File: src/include/ssirq_defs.svh
// register offsets, bit positions and reset values of the status interrupt block
// What this block does
// - enabled high status sets its latched bit
// - latched bit stays high after status drops
// - reading a latch register clears its bits
// - status still high re-sets bit after read
// - any latched bit raises interrupt request
// - link sync: status 0x84, enable 0x1c, latch 0x85
// - alignment: status 0x82, enable 0x0c, latch 0x83
// - fifo under/overrun: bits 6,7 of 0x85/0x0a/0x8a
// - fifo flags are active-high per-channel inputs
// - link sync input high when channel synchronised
// - align input high when four channels aligned
// - bit 0 is msb, bit 7 is lsb
`ifndef SSIRQ_DEFS_SVH
`define SSIRQ_DEFS_SVH

// ----------------------------------------------------------------
// quad register space offsets
// ----------------------------------------------------------------
`define SSIRQ_Q_ALIGN_EN      8'h0c
`define SSIRQ_Q_SYNC_EN       8'h1c
`define SSIRQ_Q_ALIGN_STAT    8'h82
`define SSIRQ_Q_ALIGN_LATCH   8'h83
`define SSIRQ_Q_SYNC_STAT     8'h84
`define SSIRQ_Q_SYNC_LATCH    8'h85

// ----------------------------------------------------------------
// channel register space offsets
// ----------------------------------------------------------------
`define SSIRQ_C_FIFO_EN       8'h0a
`define SSIRQ_C_FIFO_STAT     8'h85
`define SSIRQ_C_FIFO_LATCH    8'h8a

// ----------------------------------------------------------------
// documented bit numbers, bit 0 being the msb
// ----------------------------------------------------------------
`define SSIRQ_BIT_ALIGN       2
`define SSIRQ_BIT_SYNC0       4
`define SSIRQ_BIT_URUN        6
`define SSIRQ_BIT_ORUN        7

`define SSIRQ_RST_BYTE        8'h00

`endif

File: src/include/ssirq_pkg.sv
// types shared by the status interrupt block
package ssirq_pkg;

    typedef struct packed {
        logic [3:0] link_sync;
        logic       aligned;
        logic [3:0] fifo_urun;
        logic [3:0] fifo_orun;
    } ssirq_status_t;

    typedef struct packed {
        logic       rd;
        logic       wr;
        logic       chan_space;
        logic [1:0] chan;
        logic [7:0] addr;
        logic [7:0] wdata;
    } ssirq_req_t;

endpackage

File: src/rtl/ssirq_top.sv
// sticky status interrupt registers for one quad and its four channels
`timescale 1ns/1ns
`include "ssirq_defs.svh"
module ssirq_top (
    input  wire logic                     clock_i,
    input  wire logic                     arst_n_i,
    input  wire ssirq_pkg::ssirq_status_t status_i,
    input  wire ssirq_pkg::ssirq_req_t    req_i,
    output logic [7:0]                    rdata_o,
    output logic                          rvalid_o,
    output logic                          irq_o
);
    // ----------------------------------------------------------------
    // reset release
    // ----------------------------------------------------------------
    logic [1:0] rst_sync;
    logic       rst_n;
    always_ff @(posedge clock_i or negedge arst_n_i) begin
        if (!arst_n_i) begin
            rst_sync <= 2'b00;
        end else begin
            rst_sync <= {rst_sync[0], 1'b1};
        end
    end
    assign rst_n = rst_sync[1];

    // ----------------------------------------------------------------
    // status inputs come from other clock domains
    // ----------------------------------------------------------------
    ssirq_pkg::ssirq_status_t stat_meta;
    ssirq_pkg::ssirq_status_t stat;
    always_ff @(posedge clock_i or negedge rst_n) begin
        if (!rst_n) begin
            stat_meta <= '0;
            stat      <= '0;
        end else begin
            stat_meta <= status_i;
            stat      <= stat_meta;
        end
    end

    // msb-first numbering: documented bit n is vector bit 7-n
    function automatic logic [2:0] pos(input int unsigned n);
        pos = 3'(7 - n);
    endfunction

    // ----------------------------------------------------------------
    // enable registers
    // ----------------------------------------------------------------
    logic [7:0] align_en;
    logic [7:0] sync_en;
    logic [7:0] fifo_en [4];
    logic [7:0] next_align_en;
    logic [7:0] next_sync_en;
    logic [7:0] next_fifo_en [4];

    logic q_wr;
    logic c_wr;
    assign q_wr = req_i.wr && !req_i.chan_space;
    assign c_wr = req_i.wr && req_i.chan_space;

    always_comb begin
        next_align_en = align_en;
        next_sync_en  = sync_en;
        for (int c = 0; c < 4; c++) begin
            next_fifo_en[c] = fifo_en[c];
        end
        if (q_wr && req_i.addr == `SSIRQ_Q_ALIGN_EN) begin
            next_align_en = req_i.wdata;
        end
        if (q_wr && req_i.addr == `SSIRQ_Q_SYNC_EN) begin
            next_sync_en = req_i.wdata;
        end
        if (c_wr && req_i.addr == `SSIRQ_C_FIFO_EN) begin
            next_fifo_en[req_i.chan] = req_i.wdata;
        end
    end

    always_ff @(posedge clock_i or negedge rst_n) begin
        if (!rst_n) begin
            align_en <= `SSIRQ_RST_BYTE;
            sync_en  <= `SSIRQ_RST_BYTE;
            for (int c = 0; c < 4; c++) begin
                fifo_en[c] <= `SSIRQ_RST_BYTE;
            end
        end else begin
            align_en <= next_align_en;
            sync_en  <= next_sync_en;
            for (int c = 0; c < 4; c++) begin
                fifo_en[c] <= next_fifo_en[c];
            end
        end
    end

    // ----------------------------------------------------------------
    // read decode and sticky bits
    // ----------------------------------------------------------------
    logic q_rd;
    logic c_rd;
    assign q_rd = req_i.rd && !req_i.chan_space;
    assign c_rd = req_i.rd && req_i.chan_space;

    logic       rd_align;
    logic       rd_sync;
    logic [3:0] rd_fifo;
    assign rd_align = q_rd && req_i.addr == `SSIRQ_Q_ALIGN_LATCH;
    assign rd_sync  = q_rd && req_i.addr == `SSIRQ_Q_SYNC_LATCH;

    logic       align_lat;
    logic [3:0] sync_lat;
    logic [3:0] urun_lat;
    logic [3:0] orun_lat;

    ssirq_bit u_align (
        .clock_i    (clock_i),
        .rst_n_i    (rst_n),
        .status_i   (stat.aligned),
        .enable_i   (align_en[pos(`SSIRQ_BIT_ALIGN)]),
        .read_clr_i (rd_align),
        .latch_o    (align_lat)
    );

    for (genvar c = 0; c < 4; c++) begin : g_ch
        assign rd_fifo[c] = c_rd && req_i.chan == 2'(c)
                            && req_i.addr == `SSIRQ_C_FIFO_LATCH;
        ssirq_bit u_sync (
            .clock_i    (clock_i),
            .rst_n_i    (rst_n),
            .status_i   (stat.link_sync[c]),
            .enable_i   (sync_en[pos(`SSIRQ_BIT_SYNC0 + c)]),
            .read_clr_i (rd_sync),
            .latch_o    (sync_lat[c])
        );
        ssirq_bit u_urun (
            .clock_i    (clock_i),
            .rst_n_i    (rst_n),
            .status_i   (stat.fifo_urun[c]),
            .enable_i   (fifo_en[c][pos(`SSIRQ_BIT_URUN)]),
            .read_clr_i (rd_fifo[c]),
            .latch_o    (urun_lat[c])
        );
        ssirq_bit u_orun (
            .clock_i    (clock_i),
            .rst_n_i    (rst_n),
            .status_i   (stat.fifo_orun[c]),
            .enable_i   (fifo_en[c][pos(`SSIRQ_BIT_ORUN)]),
            .read_clr_i (rd_fifo[c]),
            .latch_o    (orun_lat[c])
        );
    end

    // ----------------------------------------------------------------
    // read data mux, value returned before the clear lands
    // ----------------------------------------------------------------
    logic [7:0] next_rdata;
    logic [7:0] rdata;
    logic       rvalid;
    always_comb begin
        next_rdata = 8'h00;
        if (q_rd) begin
            unique case (req_i.addr)
                `SSIRQ_Q_ALIGN_EN:    next_rdata = align_en;
                `SSIRQ_Q_SYNC_EN:     next_rdata = sync_en;
                `SSIRQ_Q_ALIGN_STAT:
                    next_rdata[pos(`SSIRQ_BIT_ALIGN)] = stat.aligned;
                `SSIRQ_Q_ALIGN_LATCH:
                    next_rdata[pos(`SSIRQ_BIT_ALIGN)] = align_lat;
                `SSIRQ_Q_SYNC_STAT:
                    next_rdata[3:0] = {stat.link_sync[0], stat.link_sync[1],
                                       stat.link_sync[2], stat.link_sync[3]};
                `SSIRQ_Q_SYNC_LATCH:
                    next_rdata[3:0] = {sync_lat[0], sync_lat[1],
                                       sync_lat[2], sync_lat[3]};
                default:              next_rdata = 8'h00;
            endcase
        end else if (c_rd) begin
            unique case (req_i.addr)
                `SSIRQ_C_FIFO_EN:     next_rdata = fifo_en[req_i.chan];
                `SSIRQ_C_FIFO_STAT:
                    next_rdata[1:0] = {stat.fifo_urun[req_i.chan],
                                       stat.fifo_orun[req_i.chan]};
                `SSIRQ_C_FIFO_LATCH:
                    next_rdata[1:0] = {urun_lat[req_i.chan],
                                       orun_lat[req_i.chan]};
                default:              next_rdata = 8'h00;
            endcase
        end
    end

    logic next_irq;
    logic irq;
    assign next_irq = align_lat || (|sync_lat) || (|urun_lat)
                      || (|orun_lat);

    always_ff @(posedge clock_i or negedge rst_n) begin
        if (!rst_n) begin
            rdata  <= 8'h00;
            rvalid <= 1'b0;
            irq    <= 1'b0;
        end else begin
            rdata  <= next_rdata;
            rvalid <= req_i.rd;
            irq    <= next_irq;
        end
    end

    assign rdata_o  = rdata;
    assign rvalid_o = rvalid;
    assign irq_o    = irq;
endmodule

File: src/rtl/ssirq_bit.sv
// one sticky status interrupt bit with enable and clear-on-read
`timescale 1ns/1ns
module ssirq_bit (
    input  wire logic clock_i,
    input  wire logic rst_n_i,
    input  wire logic status_i,
    input  wire logic enable_i,
    input  wire logic read_clr_i,
    output logic      latch_o
);
    logic latch;
    logic next_latch;

    // set beats the read clear so a live status re-arms at once
    always_comb begin
        next_latch = latch;
        if (read_clr_i) begin
            next_latch = 1'b0;
        end
        if (enable_i && status_i) begin
            next_latch = 1'b1;
        end
    end

    always_ff @(posedge clock_i or negedge rst_n_i) begin
        if (!rst_n_i) begin
            latch <= 1'b0;
        end else begin
            latch <= next_latch;
        end
    end

    assign latch_o = latch;
endmodule

File: config.mk
export PLATFORM = sky130hd
export DESIGN_NAME = ssirq_top
export DESIGN_NICKNAME = d
export VERILOG_FILES = /design/src/include/ssirq_pkg.sv /design/src/rtl/ssirq_top.sv /design/src/rtl/ssirq_bit.sv
export VERILOG_INCLUDE_DIRS = /design/src /design/src/include
export SDC_FILE = /design/constraint.sdc
export NUM_CORES = 1
export LEC_CHECK = 0
export ABC_AREA = 0
export ABC_CLOCK_PERIOD_IN_PS = 3700
export BUFFER_PORTS_ARGS = -buffer_cell sky130_fd_sc_hd__buf_2
export CAP_MARGIN = 10
export CORE_UTILIZATION = 58
export CTS_BUF_LIST = sky130_fd_sc_hd__clkbuf_16
export DETAILED_ROUTE_END_ITERATION = 10
export GPL_TIMING_DRIVEN = 0
export PLACE_DENSITY_LB_ADDON = 0.15
export SYNTH_ARGS = -nofsm -noshare
export SYNTH_HDL_FRONTEND = slang
export SYNTH_SLANG_ARGS = --single-unit
File: constraint.sdc
create_clock -name clock_i -period 3.7 [get_ports clock_i]
set_input_delay 0.37 -clock clock_i [delete_from_list [all_inputs] [get_ports clock_i]]
set_output_delay 0.37 -clock clock_i [all_outputs]
set_load 0.05 [all_outputs]
==> results by group, run 1 <==
Global routing
  – Largest net degree at the start of global routing: 57
  – Global-route wire length before repair: 12500 µm
  – Vias in the first global route: 2467
  – Total grt overflow: 0
  – Initial antenna violation count: 0
  – All-Layer GR Usage: 23.1%

Clock tree
  – CTS sink count: 99
  – CTS root buf: clkbuf_16
  – CTS tree: built
  – Post-cts sizing count: 0
  – Worst skew pair latency: 0.33 ns
  – CTS Buf Count: 9
  – Clk slew on worst S/H paths: 0.06 ns
  – H-Tree Depth: 3
  – Clk buf depth: 2

Synthesis
  – Synth Area per Inst: 15.5 µm²
  – Register area share after synthesis: 60.4%
  – Synth cell types: 41
  – Post-synth net total: 301
  – YS warnings: 0
  – Mapped cell area: 4100 µm²
  – Syn Inst Count: 265
  – Register bit total from synthesis: 99

Route
  – First drt pass iteration count: 4
  – Starting DRT DRC Count: 126
  – Routed wire length: 7670 µm
  – WL met3: 402 µm
  – DR top layer: met4
  – WL met2: 3590 µm
  – M1 WL: 3630 µm
  – DR WL/cell: 18.2 µm
  – Detail Route Antenna Nets: 0
  – # DRC: 0
  – Vias post-DR: 2429
  – Vias/cell: 5.77

Setup path
  – Setup Crit Path Kind: in -> reg
  – Crit path required time: 3.92 ns
  – Startpoint Class: input pin
  – Arrival time worst endpoint: 2.16 ns
  – Max FO, Critical Path: 10
  – Worst setup EP type: register

Floorplanning
  – Die ar.: 7420 µm²
  – Die width: 86.1 µm
  – Initial Util: 60.1%
  – Cell Rows: 30
  – Die height: 86.1 µm
  – # IOs: 46
  – Core Region: 6830 µm²

Power and ir drop
  – P_leak: 2.28 nW
  – Tot Pwr: 2.22 mW
  – Power Dens Cells: 466 nW/µm²
  – Peak VDD IR: 346 µV

Timing
  – Hold Vio Cnt, Final: 0
  – Max Clk Rate: 515 MHz
  – Final setup fails: 0
  – Worst slew margin: 53.0%
  – Clock skew: 0.00689 ns
  – Crit path time final: 1.94 ns
  – Fin. max-slew vios: 0
  – Crit share post-route: 52.5%
  – Worst-Margin Slew: 0.706 ns
  – RSZ-0062 raised after global routing: false

Layout
  – Finished Cell Area: 4760 µm²
  – Final Core Density: 69.7%
  – Fin cells: 421
  – Area Overhead vs Synth: 16.0%
  – Most common cell after layout, fill and taps aside: dfrtp_1
  – Final #Nets: 356
  – Layout cell share with drive strength beyond 1: 43.1%
  – # diodes: 0
  – Most frequent cells in the layout: dfrtp_1, mux2_2, buf_2

Placed design
  – Placer Congestion: 0.840
  – Placed insts: 404
  – Number of port buffers: 42
  – Post-DP Area: 4460 µm²
  – Post-DP HPWL: 5290 µm

Outcome
  – Status: finished, final reports clean

Hold path
  – Worst min-delay path class: in -> reg

Run
  – Max Cap Viol: 0
-- flip-flops by register name (all words and copies together) (netlist names) --
signal and count:
align_en 8, fifo_en 32, g_ch.u_orun.latch_o 4, g_ch.u_sync.latch_o 4, g_ch.u_urun.latch_o 4, irq_o 1
rdata_o 8, rst_sync 2, rvalid_o 1, stat 13, stat_meta 13, sync_en 8
u_align.latch_o 1
-- cell usage after synthesis (all sizes together) --
library cell | number | share of area, %
or3b | 1 | 0.21
or2 | 1 | 0.15
or3 | 1 | 0.15
mux2i | 8 | 2.0
buf | 7 | 1.5
conb | 1 | 0.091
inv | 1 | 0.091
a22o | 12 | 2.6
a22oi | 2 | 0.37
dfrtp | 99 | 60
a221o | 1 | 0.24
nor3 | 3 | 0.64
nand4 | 3 | 0.46
a31o | 1 | 0.21
mux2 | 54 | 16
nor2b | 6 | 0.91
o32ai | 2 | 0.43
nand3b | 1 | 0.18
nand2b | 4 | 0.61
clkbuf | 2 | 0.18
o21ai | 5 | 0.61
nor2 | 5 | 0.46
nor3b | 1 | 0.18
or4bb | 1 | 0.27
nand3 | 8 | 1.3
nor4 | 5 | 1.3
nand2 | 12 | 1.1
mux4 | 12 | 6.6
or4 | 1 | 0.18
o41ai | 1 | 0.21
nor4b | 1 | 0.21
a211o | 2 | 0.43
and4 | 1 | 0.27
-- area by class of cell --
cell class,instances,area [µm²]
buffer,9,68.8
clock inverter,7,67.6
timing repair buffer,44,240
fill,477,2070
multi-input combinational,156,1550
inverter,1,3.75
sequential,99,2480
tap,96,120
clock buffer,9,225
-- worst paths after layout --
path,start,to,slack [ns],cells after the start
max,req_i[15],sync_en[6],1.76,5
min,status_i[7],stat_meta[7],0.14,1
max reg2reg,g_ch[0].u_urun.latch_o,rdata_o[1],2.11,3
min reg2reg,stat_meta[12],stat[12],0.35,0
max in group asynchronous,rst_sync[1],rvalid_o,2.66,1
min in group asynchronous,arst_n_i,rst_sync[1],0.34,2
-- cell families after synthesis --
kind of cell / Yosys count / synth area share [%]
muxes: 74 / 24.1
other: 1 / 0.0914
AOI/OAI and AO/OA: 26 / 5.06
and+or+nand+nor: 55 / 8.63
buffers and inverters: 10 / 1.77
DFF: 99 / 60.4
-- stage by stage --
stage	setup TNS, ns	worst slack (ns)	hold slack, ns
floorplan	0	0.738	0.0744
global placement	-21.11	-0.223	0.155
detailed placement	0	1.43	0.160
CTS	0	1.79	0.125
global route	0	1.63	0.119
finish	0	1.76	0.135
-- worst max-delay path, stage by stage --
cell	delay, ns
buf_2	0.13
buf_2	0.19
nor3b_1	0.46
nand4_1	0.56
mux2_2	0.45
-- metal layers --
metal,track usage [%],up-vias
met5,0,-
met4,10.5,0
met3,4.81,4
met2,33.8,75
met1,33.8,1250
li1,-,1100
-- repair_timing --
| action | in CTS | in global routing |
|---|---|---|
| setup buffers | 0 | 0 |
| hold buffers | 1 | 0 |
| hold endpoints to repair | 2 | 0 |
-- power breakdown --
| group | internal, mW | switching, mW |
|---|---|---|
| sequential | 1.13 | 0.0436 |
| clock | 0.521 | 0.386 |
| combinational | 0.0709 | 0.0683 |
Note: power is estimated with default switching activity, not from simulation.
==> run 2: changes to the inputs <==
--- a/config.mk
+++ b/config.mk
@@ -7,7 +7,7 @@
 export NUM_CORES = 1
 export LEC_CHECK = 0
 export ABC_AREA = 0
-export ABC_CLOCK_PERIOD_IN_PS = 3700
+export ABC_CLOCK_PERIOD_IN_PS = 1800
 export BUFFER_PORTS_ARGS = -buffer_cell sky130_fd_sc_hd__buf_2
 export CAP_MARGIN = 10
 export CORE_UTILIZATION = 58
==> constraint.sdc (replaced) <==
create_clock -name clock_i -period 1.8 [get_ports clock_i]
set_input_delay 0.18 -clock clock_i [delete_from_list [all_inputs] [get_ports clock_i]]
set_output_delay 0.18 -clock clock_i [all_outputs]
set_load 0.05 [all_outputs]
==> run 2 against run 1 <==
Net effect: setup slack worse by 1.6 ns; hold slack gained 0.018 ns; combinational power up 130%; critical path type unchanged; largest cell class unchanged; largest power group unchanged.
==> results by group, run 2 (synthesis results as in run 1) <==
Outcome
  – Status: finished, final reports clean

Layout
  – Biggest register: fifo_en
  – Most common cell after layout, fill and taps aside: dfrtp_1
  – Fin cells: 436
  – Layout cell share with drive strength beyond 1: 42.4%
  – Most frequent cells in the layout: dfrtp_1, mux2_2, buf_2, dlygate4sd3_1
  – # diodes: 0
  – Area Overhead vs Synth: 19.9%
  – Finished Cell Area: 4920 µm²
  – Final #Nets: 371
  – Largest register FFs: 32
  – Largest regs: fifo_en x32, stat x13, stat_meta x13

Route
  – Vias/cell: 5.70
  – DR top layer: met4
  – WL met2: 3820 µm
  – DR WL/cell: 18.3 µm
  – WL met3: 413 µm
  – Routed wire length: 7980 µm
  – M1 WL: 3660 µm
  – # DRC: 0
  – Starting DRT DRC Count: 129
  – Detail Route Antenna Nets: 0
  – First drt pass iteration count: 4
  – Vias post-DR: 2485

Placed design
  – Placer Congestion: 0.854
  – Placed insts: 404
  – Place WS: -0.301 ns
  – Number of port buffers: 42
  – Post-DP Area: 4470 µm²
  – Post-DP HPWL: 5440 µm

Setup path
  – Max FO, Critical Path: 10
  – Worst R2R Start: g_ch[3].u_orun.latch_o
  – Most used cell, CP: buf_2
  – Crit path cell chain: buf_2 -> buf_2 -> nor3b_1 -> nand3_2 -> mux2_2
  – Setup Crit Path Kind: in -> reg
  – CP max-delay cell: nor3b_1
  – CP max stage delay: 0.57 ns
  – Worst r2r path cells: 3
  – Crit path required time: 2.01 ns
  – Arrival time worst endpoint: 1.82 ns
  – Flop2flop setup slack: 0.24 ns
  – Startpoint Class: input pin
  – Worst setup EP type: register
  – Worst flop-to-flop path endpoint: rdata_o[0]

Floorplanning
  – Initial Util: 60.1%
  – Die ar.: 7420 µm²
  – Cell Rows: 30
  – Die height: 86.1 µm
  – # IOs: 46
  – Die width: 86.1 µm
  – Core Region: 6830 µm²

Timing
  – Worst slew margin: 56.3%
  – Final worst setup slack: 0.194 ns
  – Final setup fails: 0
  – Worst-Margin Slew: 0.653 ns
  – Max Clk Rate: 623 MHz
  – Hold Vio Cnt, Final: 0
  – Clock skew: 0.00823 ns
  – Crit path time final: 1.61 ns
  – Min Hold Slack: 0.154 ns
  – Crit share post-route: 89.2%
  – RSZ-0062 raised after global routing: false
  – Fin. max-slew vios: 0

Power and ir drop
  – Tot Pwr: 4.58 mW
  – P_leak: 2.35 nW
  – Peak VDD IR: 615 µV
  – Power Dens Cells: 930 nW/µm²

Clock tree
  – Clk buf depth: 2
  – H-Tree Depth: 3
  – CTS sink count: 99
  – CTS Buf Count: 9
  – Worst skew pair latency: 0.33 ns
  – Clk slew on worst S/H paths: 0.06 ns
  – CTS root buf: clkbuf_16
  – CTS tree: built

Global routing
  – Vias in the first global route: 2524
  – Total grt overflow: 0
  – Initial antenna violation count: 0
  – Global-route wire length before repair: 12900 µm
  – Largest net degree at the start of global routing: 71
  – All-Layer GR Usage: 23.8%

Run
  – Max Cap Viol: 0

Hold path
  – Worst min-delay path class: in -> async
run 2: metrics by stage:
step | util (%) | TNS [ns]
final | 72.0 | 0
after global routing | 72.0 | 0
after CTS | 71.8 | 0
after detailed placement | 65.4 | -8.68
after global placement | 64.9 | -43.83
after floorplan | - | 0
run 2: worst max path at each step:
stage	end	cells past startpoint	slack (ns)	start
floorplan	fifo_en[0]	7	0.01	req_i[12]
finish	align_en[2]	5	0.19	req_i[15]
detailed placement	sync_en[6]	5	-0.30	req_i[8]
CTS	sync_en[6]	5	0.05	req_i[8]
global route	align_en[2]	5	0.07	req_i[15]
global placement	stat[8]	0	-0.38	rst_sync[1]
run 2: area by class of cell:
| cell class | instances | area [µm²] |
|---|---|---|
| timing repair buffer | 59 | 395 |
| inverter | 1 | 3.75 |
| fill | 463 | 1910 |
| sequential | 99 | 2480 |
| tap | 96 | 120 |
| clock buffer | 9 | 225 |
| buffer | 9 | 70.1 |
| multi-input combinational | 156 | 1560 |
| clock inverter | 7 | 66.3 |
run 2: where the power goes:
part / switching (mW) / leakage [nW] / internal, mW / total [mW]
clock network: 0.780 / 0.147 / 1.07 / 1.85
logic: 0.158 / 0.906 / 0.168 / 0.326
registers: 0.0785 / 1.30 / 2.32 / 2.40
run 2: what timing repair did:
item,CTS,global route
hold buffers,15,0
resized for setup,0,2
hold endpoints to repair,16,0
buffers inserted,0,1
setup endpoints to repair,0,25
run 2: metal layers:
| metal | up-vias | GRT usage, % |
|---|---|---|
| met5 | - | 0 |
| met4 | 0 | 7.73 |
| met3 | 6 | 6.16 |
| met2 | 84 | 35.9 |
| met1 | 1267 | 34.2 |
| li1 | 1128 | - |
run 2: critical path, delay by kind of cell:
| family | cells | cell delay [ns] |
|---|---|---|
| simple gates | 2 | 0.94 |
| mux | 1 | 0.38 |
| buf+inv | 2 | 0.31 |
==> run 3: changes to the inputs <==
--- a/config.mk
+++ b/config.mk
@@ -14,7 +14,7 @@
 export CTS_BUF_LIST = sky130_fd_sc_hd__clkbuf_16
 export DETAILED_ROUTE_END_ITERATION = 10
 export GPL_TIMING_DRIVEN = 0
-export PLACE_DENSITY_LB_ADDON = 0.15
+export PLACE_DENSITY = 0.85
 export SYNTH_ARGS = -nofsm -noshare
 export SYNTH_HDL_FRONTEND = slang
 export SYNTH_SLANG_ARGS = --single-unit
==> run 3 against run 2 <==
Net effect: utilization is 0.27 points higher; global-route usage rose by 0.48 points; power up 2.4%; register-to-register slack worse by 0.04 ns; setup slack lost 0.013 ns; cell count unchanged; maximum frequency decreased by 0.81%; count of clock-buffer cells in the layout did not move; critical path depth is the same; via count increased by 1.4%; die area unchanged; clock skew down 0.0043 ns; critical endpoint is now align_en[0].
==> results by group, run 3 (synthesis results as in run 1) <==
Clock tree
  – CTS tree: built
  – H-Tree Depth: 3
  – Clk buf depth: 2
  – CTS Buf Count: 9
  – CTS root buf: clkbuf_16
  – Worst skew pair latency: 0.34 ns
  – CTS sink count: 99
  – Clk slew on worst S/H paths: 0.07 ns

Floorplanning
  – Die width: 86.1 µm
  – Die ar.: 7420 µm²
  – Core Region: 6830 µm²
  – # IOs: 46
  – Cell Rows: 30
  – Die height: 86.1 µm
  – Initial Util: 60.1%

Hold path
  – Worst min-delay path class: in -> async

Route
  – Vias/cell: 5.78
  – Vias post-DR: 2519
  – DR WL/cell: 18.7 µm
  – First drt pass iteration count: 5
  – # DRC: 0
  – Starting DRT DRC Count: 159
  – Detail Route Antenna Nets: 0
  – Routed wire length: 8150 µm

Setup path
  – Flop2flop setup slack: 0.20 ns
  – CP max-delay cell: nor3b_1
  – Setup Crit Path Kind: in -> reg
  – Crit path cell chain: buf_2 -> buf_2 -> nor3b_1 -> nand3_2 -> mux2_2
  – Max FO, Critical Path: 10
  – Cell count along the critical path: 5
  – Crit path required time: 2.02 ns
  – Critical path origin: req_i[15]
  – Arrival time worst endpoint: 1.84 ns
  – Worst r2r path cells: 3
  – Worst R2R Start: g_ch[0].u_orun.latch_o
  – Most used cell, CP: buf_2
  – Worst setup EP type: register
  – Critical path endpoint: align_en[0]
  – CP delay by family, top: simple AND/OR/NAND/NOR gates
  – Startpoint Class: input pin
  – CP max stage delay: 0.59 ns
  – CP bufs+invs: 2
  – Worst flop-to-flop path endpoint: rdata_o[0]

Power and ir drop
  – Power Dens Cells: 948 nW/µm²
  – Clock power frac: 41.8%
  – Sw Ratio: 23.4%
  – Pint: 3.59 mW
  – Switching pwr: 1.10 mW
  – P_leak: 2.35 nW
  – Seq pwr share: 51.2%
  – Peak VDD IR: 490 µV
  – Tot Pwr: 4.68 mW
  – Logic pwr share: 7.0%

Global routing
  – Largest net degree at the start of global routing: 71
  – Initial antenna violation count: 0
  – All-Layer GR Usage: 24.3%
  – Total grt overflow: 0
  – Global-route wire length before repair: 13200 µm
  – Vias in the first global route: 2616

Outcome
  – Status: finished, final reports clean

Timing
  – Crit share post-route: 89.9%
  – Worst-Margin Slew: 0.694 ns
  – Hold Vio Cnt, Final: 0
  – Worst slew margin: 53.6%
  – Clock skew: 0.00390 ns
  – Max Clk Rate: 618 MHz
  – Final setup fails: 0
  – RSZ-0062 raised after global routing: false
  – Crit path time final: 1.62 ns
  – Fin. max-slew vios: 0

Placed design
  – Placed insts: 404
  – Post-DP HPWL: 5440 µm
  – Number of port buffers: 42
  – Placer Congestion: 0.845

Layout
  – Biggest register: fifo_en
  – Area Overhead vs Synth: 20.4%
  – Largest register FFs: 32
  – Fin cells: 436
  – Most common cell after layout, fill and taps aside: dfrtp_1
  – Most frequent cells in the layout: dfrtp_1, mux2_2, buf_2, dlygate4sd3_1
  – Final #Nets: 371
  – Layout cell share with drive strength beyond 1: 42.6%
  – Largest regs: fifo_en x32, stat x13, stat_meta x13
  – # diodes: 0

Run
  – Max Cap Viol: 0
==> run 3: worst min path at each step <==
stage | startpoint | end | slack [ns] | depth (start not counted)
2_1_floorplan | arst_n_i | rst_sync[0] | -0.12 | 0
4_1_cts | arst_n_i | rst_sync[1] | 0.14 | 2
3_5_place_dp | arst_n_i | rst_sync[0] | -0.03 | 1
5_1_grt | arst_n_i | rst_sync[1] | 0.16 | 2
3_3_place_gp | arst_n_i | rst_sync[0] | -0.03 | 1
6_report | arst_n_i | rst_sync[1] | 0.15 | 2
==> run 3: power groups by stage <==
stage,sequential [mW],clock [mW],combinational (mW)
2_1_floorplan,2.43,0,0.172
3_3_place_gp,2.46,0,0.255
3_5_place_dp,2.44,0,0.302
4_1_cts,2.40,1.99,0.328
5_1_grt,2.41,2.08,0.360
6_report,2.40,1.96,0.328
==> run 3: area by class of cell <==
class	instances	area, µm²
Sequential cell	99	2480
Timing Repair Buffer	59	395
Inverter	1	3.75
Clock buffer	9	225
Multi-Input combinational cell	156	1560
Tap cell	96	120
Fill cell	436	1890
Buffer	9	70.1
Clock inverter	7	85.1
==> run 3: layer usage <==
metal | part of all wire, % | track usage [%]
met1 | 43 | 32.3
met4 | 2.3 | 10.8
met3 | 5.4 | 7.03
met5 | 0 | 0
met2 | 49 | 37.4
==> run 3: through the flow <==
| stage | TNS, ns | hold WS (ns) | utilization (%) | area [µm²] | setup slack (ns) |
|---|---|---|---|---|---|
| global route | 0 | 0.162 | 72.3 | 4940 | 0.120 |
| detailed placement | -7.38 | -0.0329 | 65.4 | 4470 | -0.272 |
| global placement | -39.22 | -0.0349 | 64.9 | 4440 | -0.352 |
| CTS | 0 | 0.136 | 72.1 | 4930 | 0.0530 |
| finish | 0 | 0.147 | 72.3 | 4940 | 0.181 |
| floorplan | 0 | -0.116 | - | 4110 | 0.0122 |
==> run 3: repair_timing <==
item                                   CTS  global route
endpoints found under the hold margin   16             0
hold buffers                            15             0
resized for setup                        0             2
setup buffers                            0             1
setup endpoints to repair                0            18
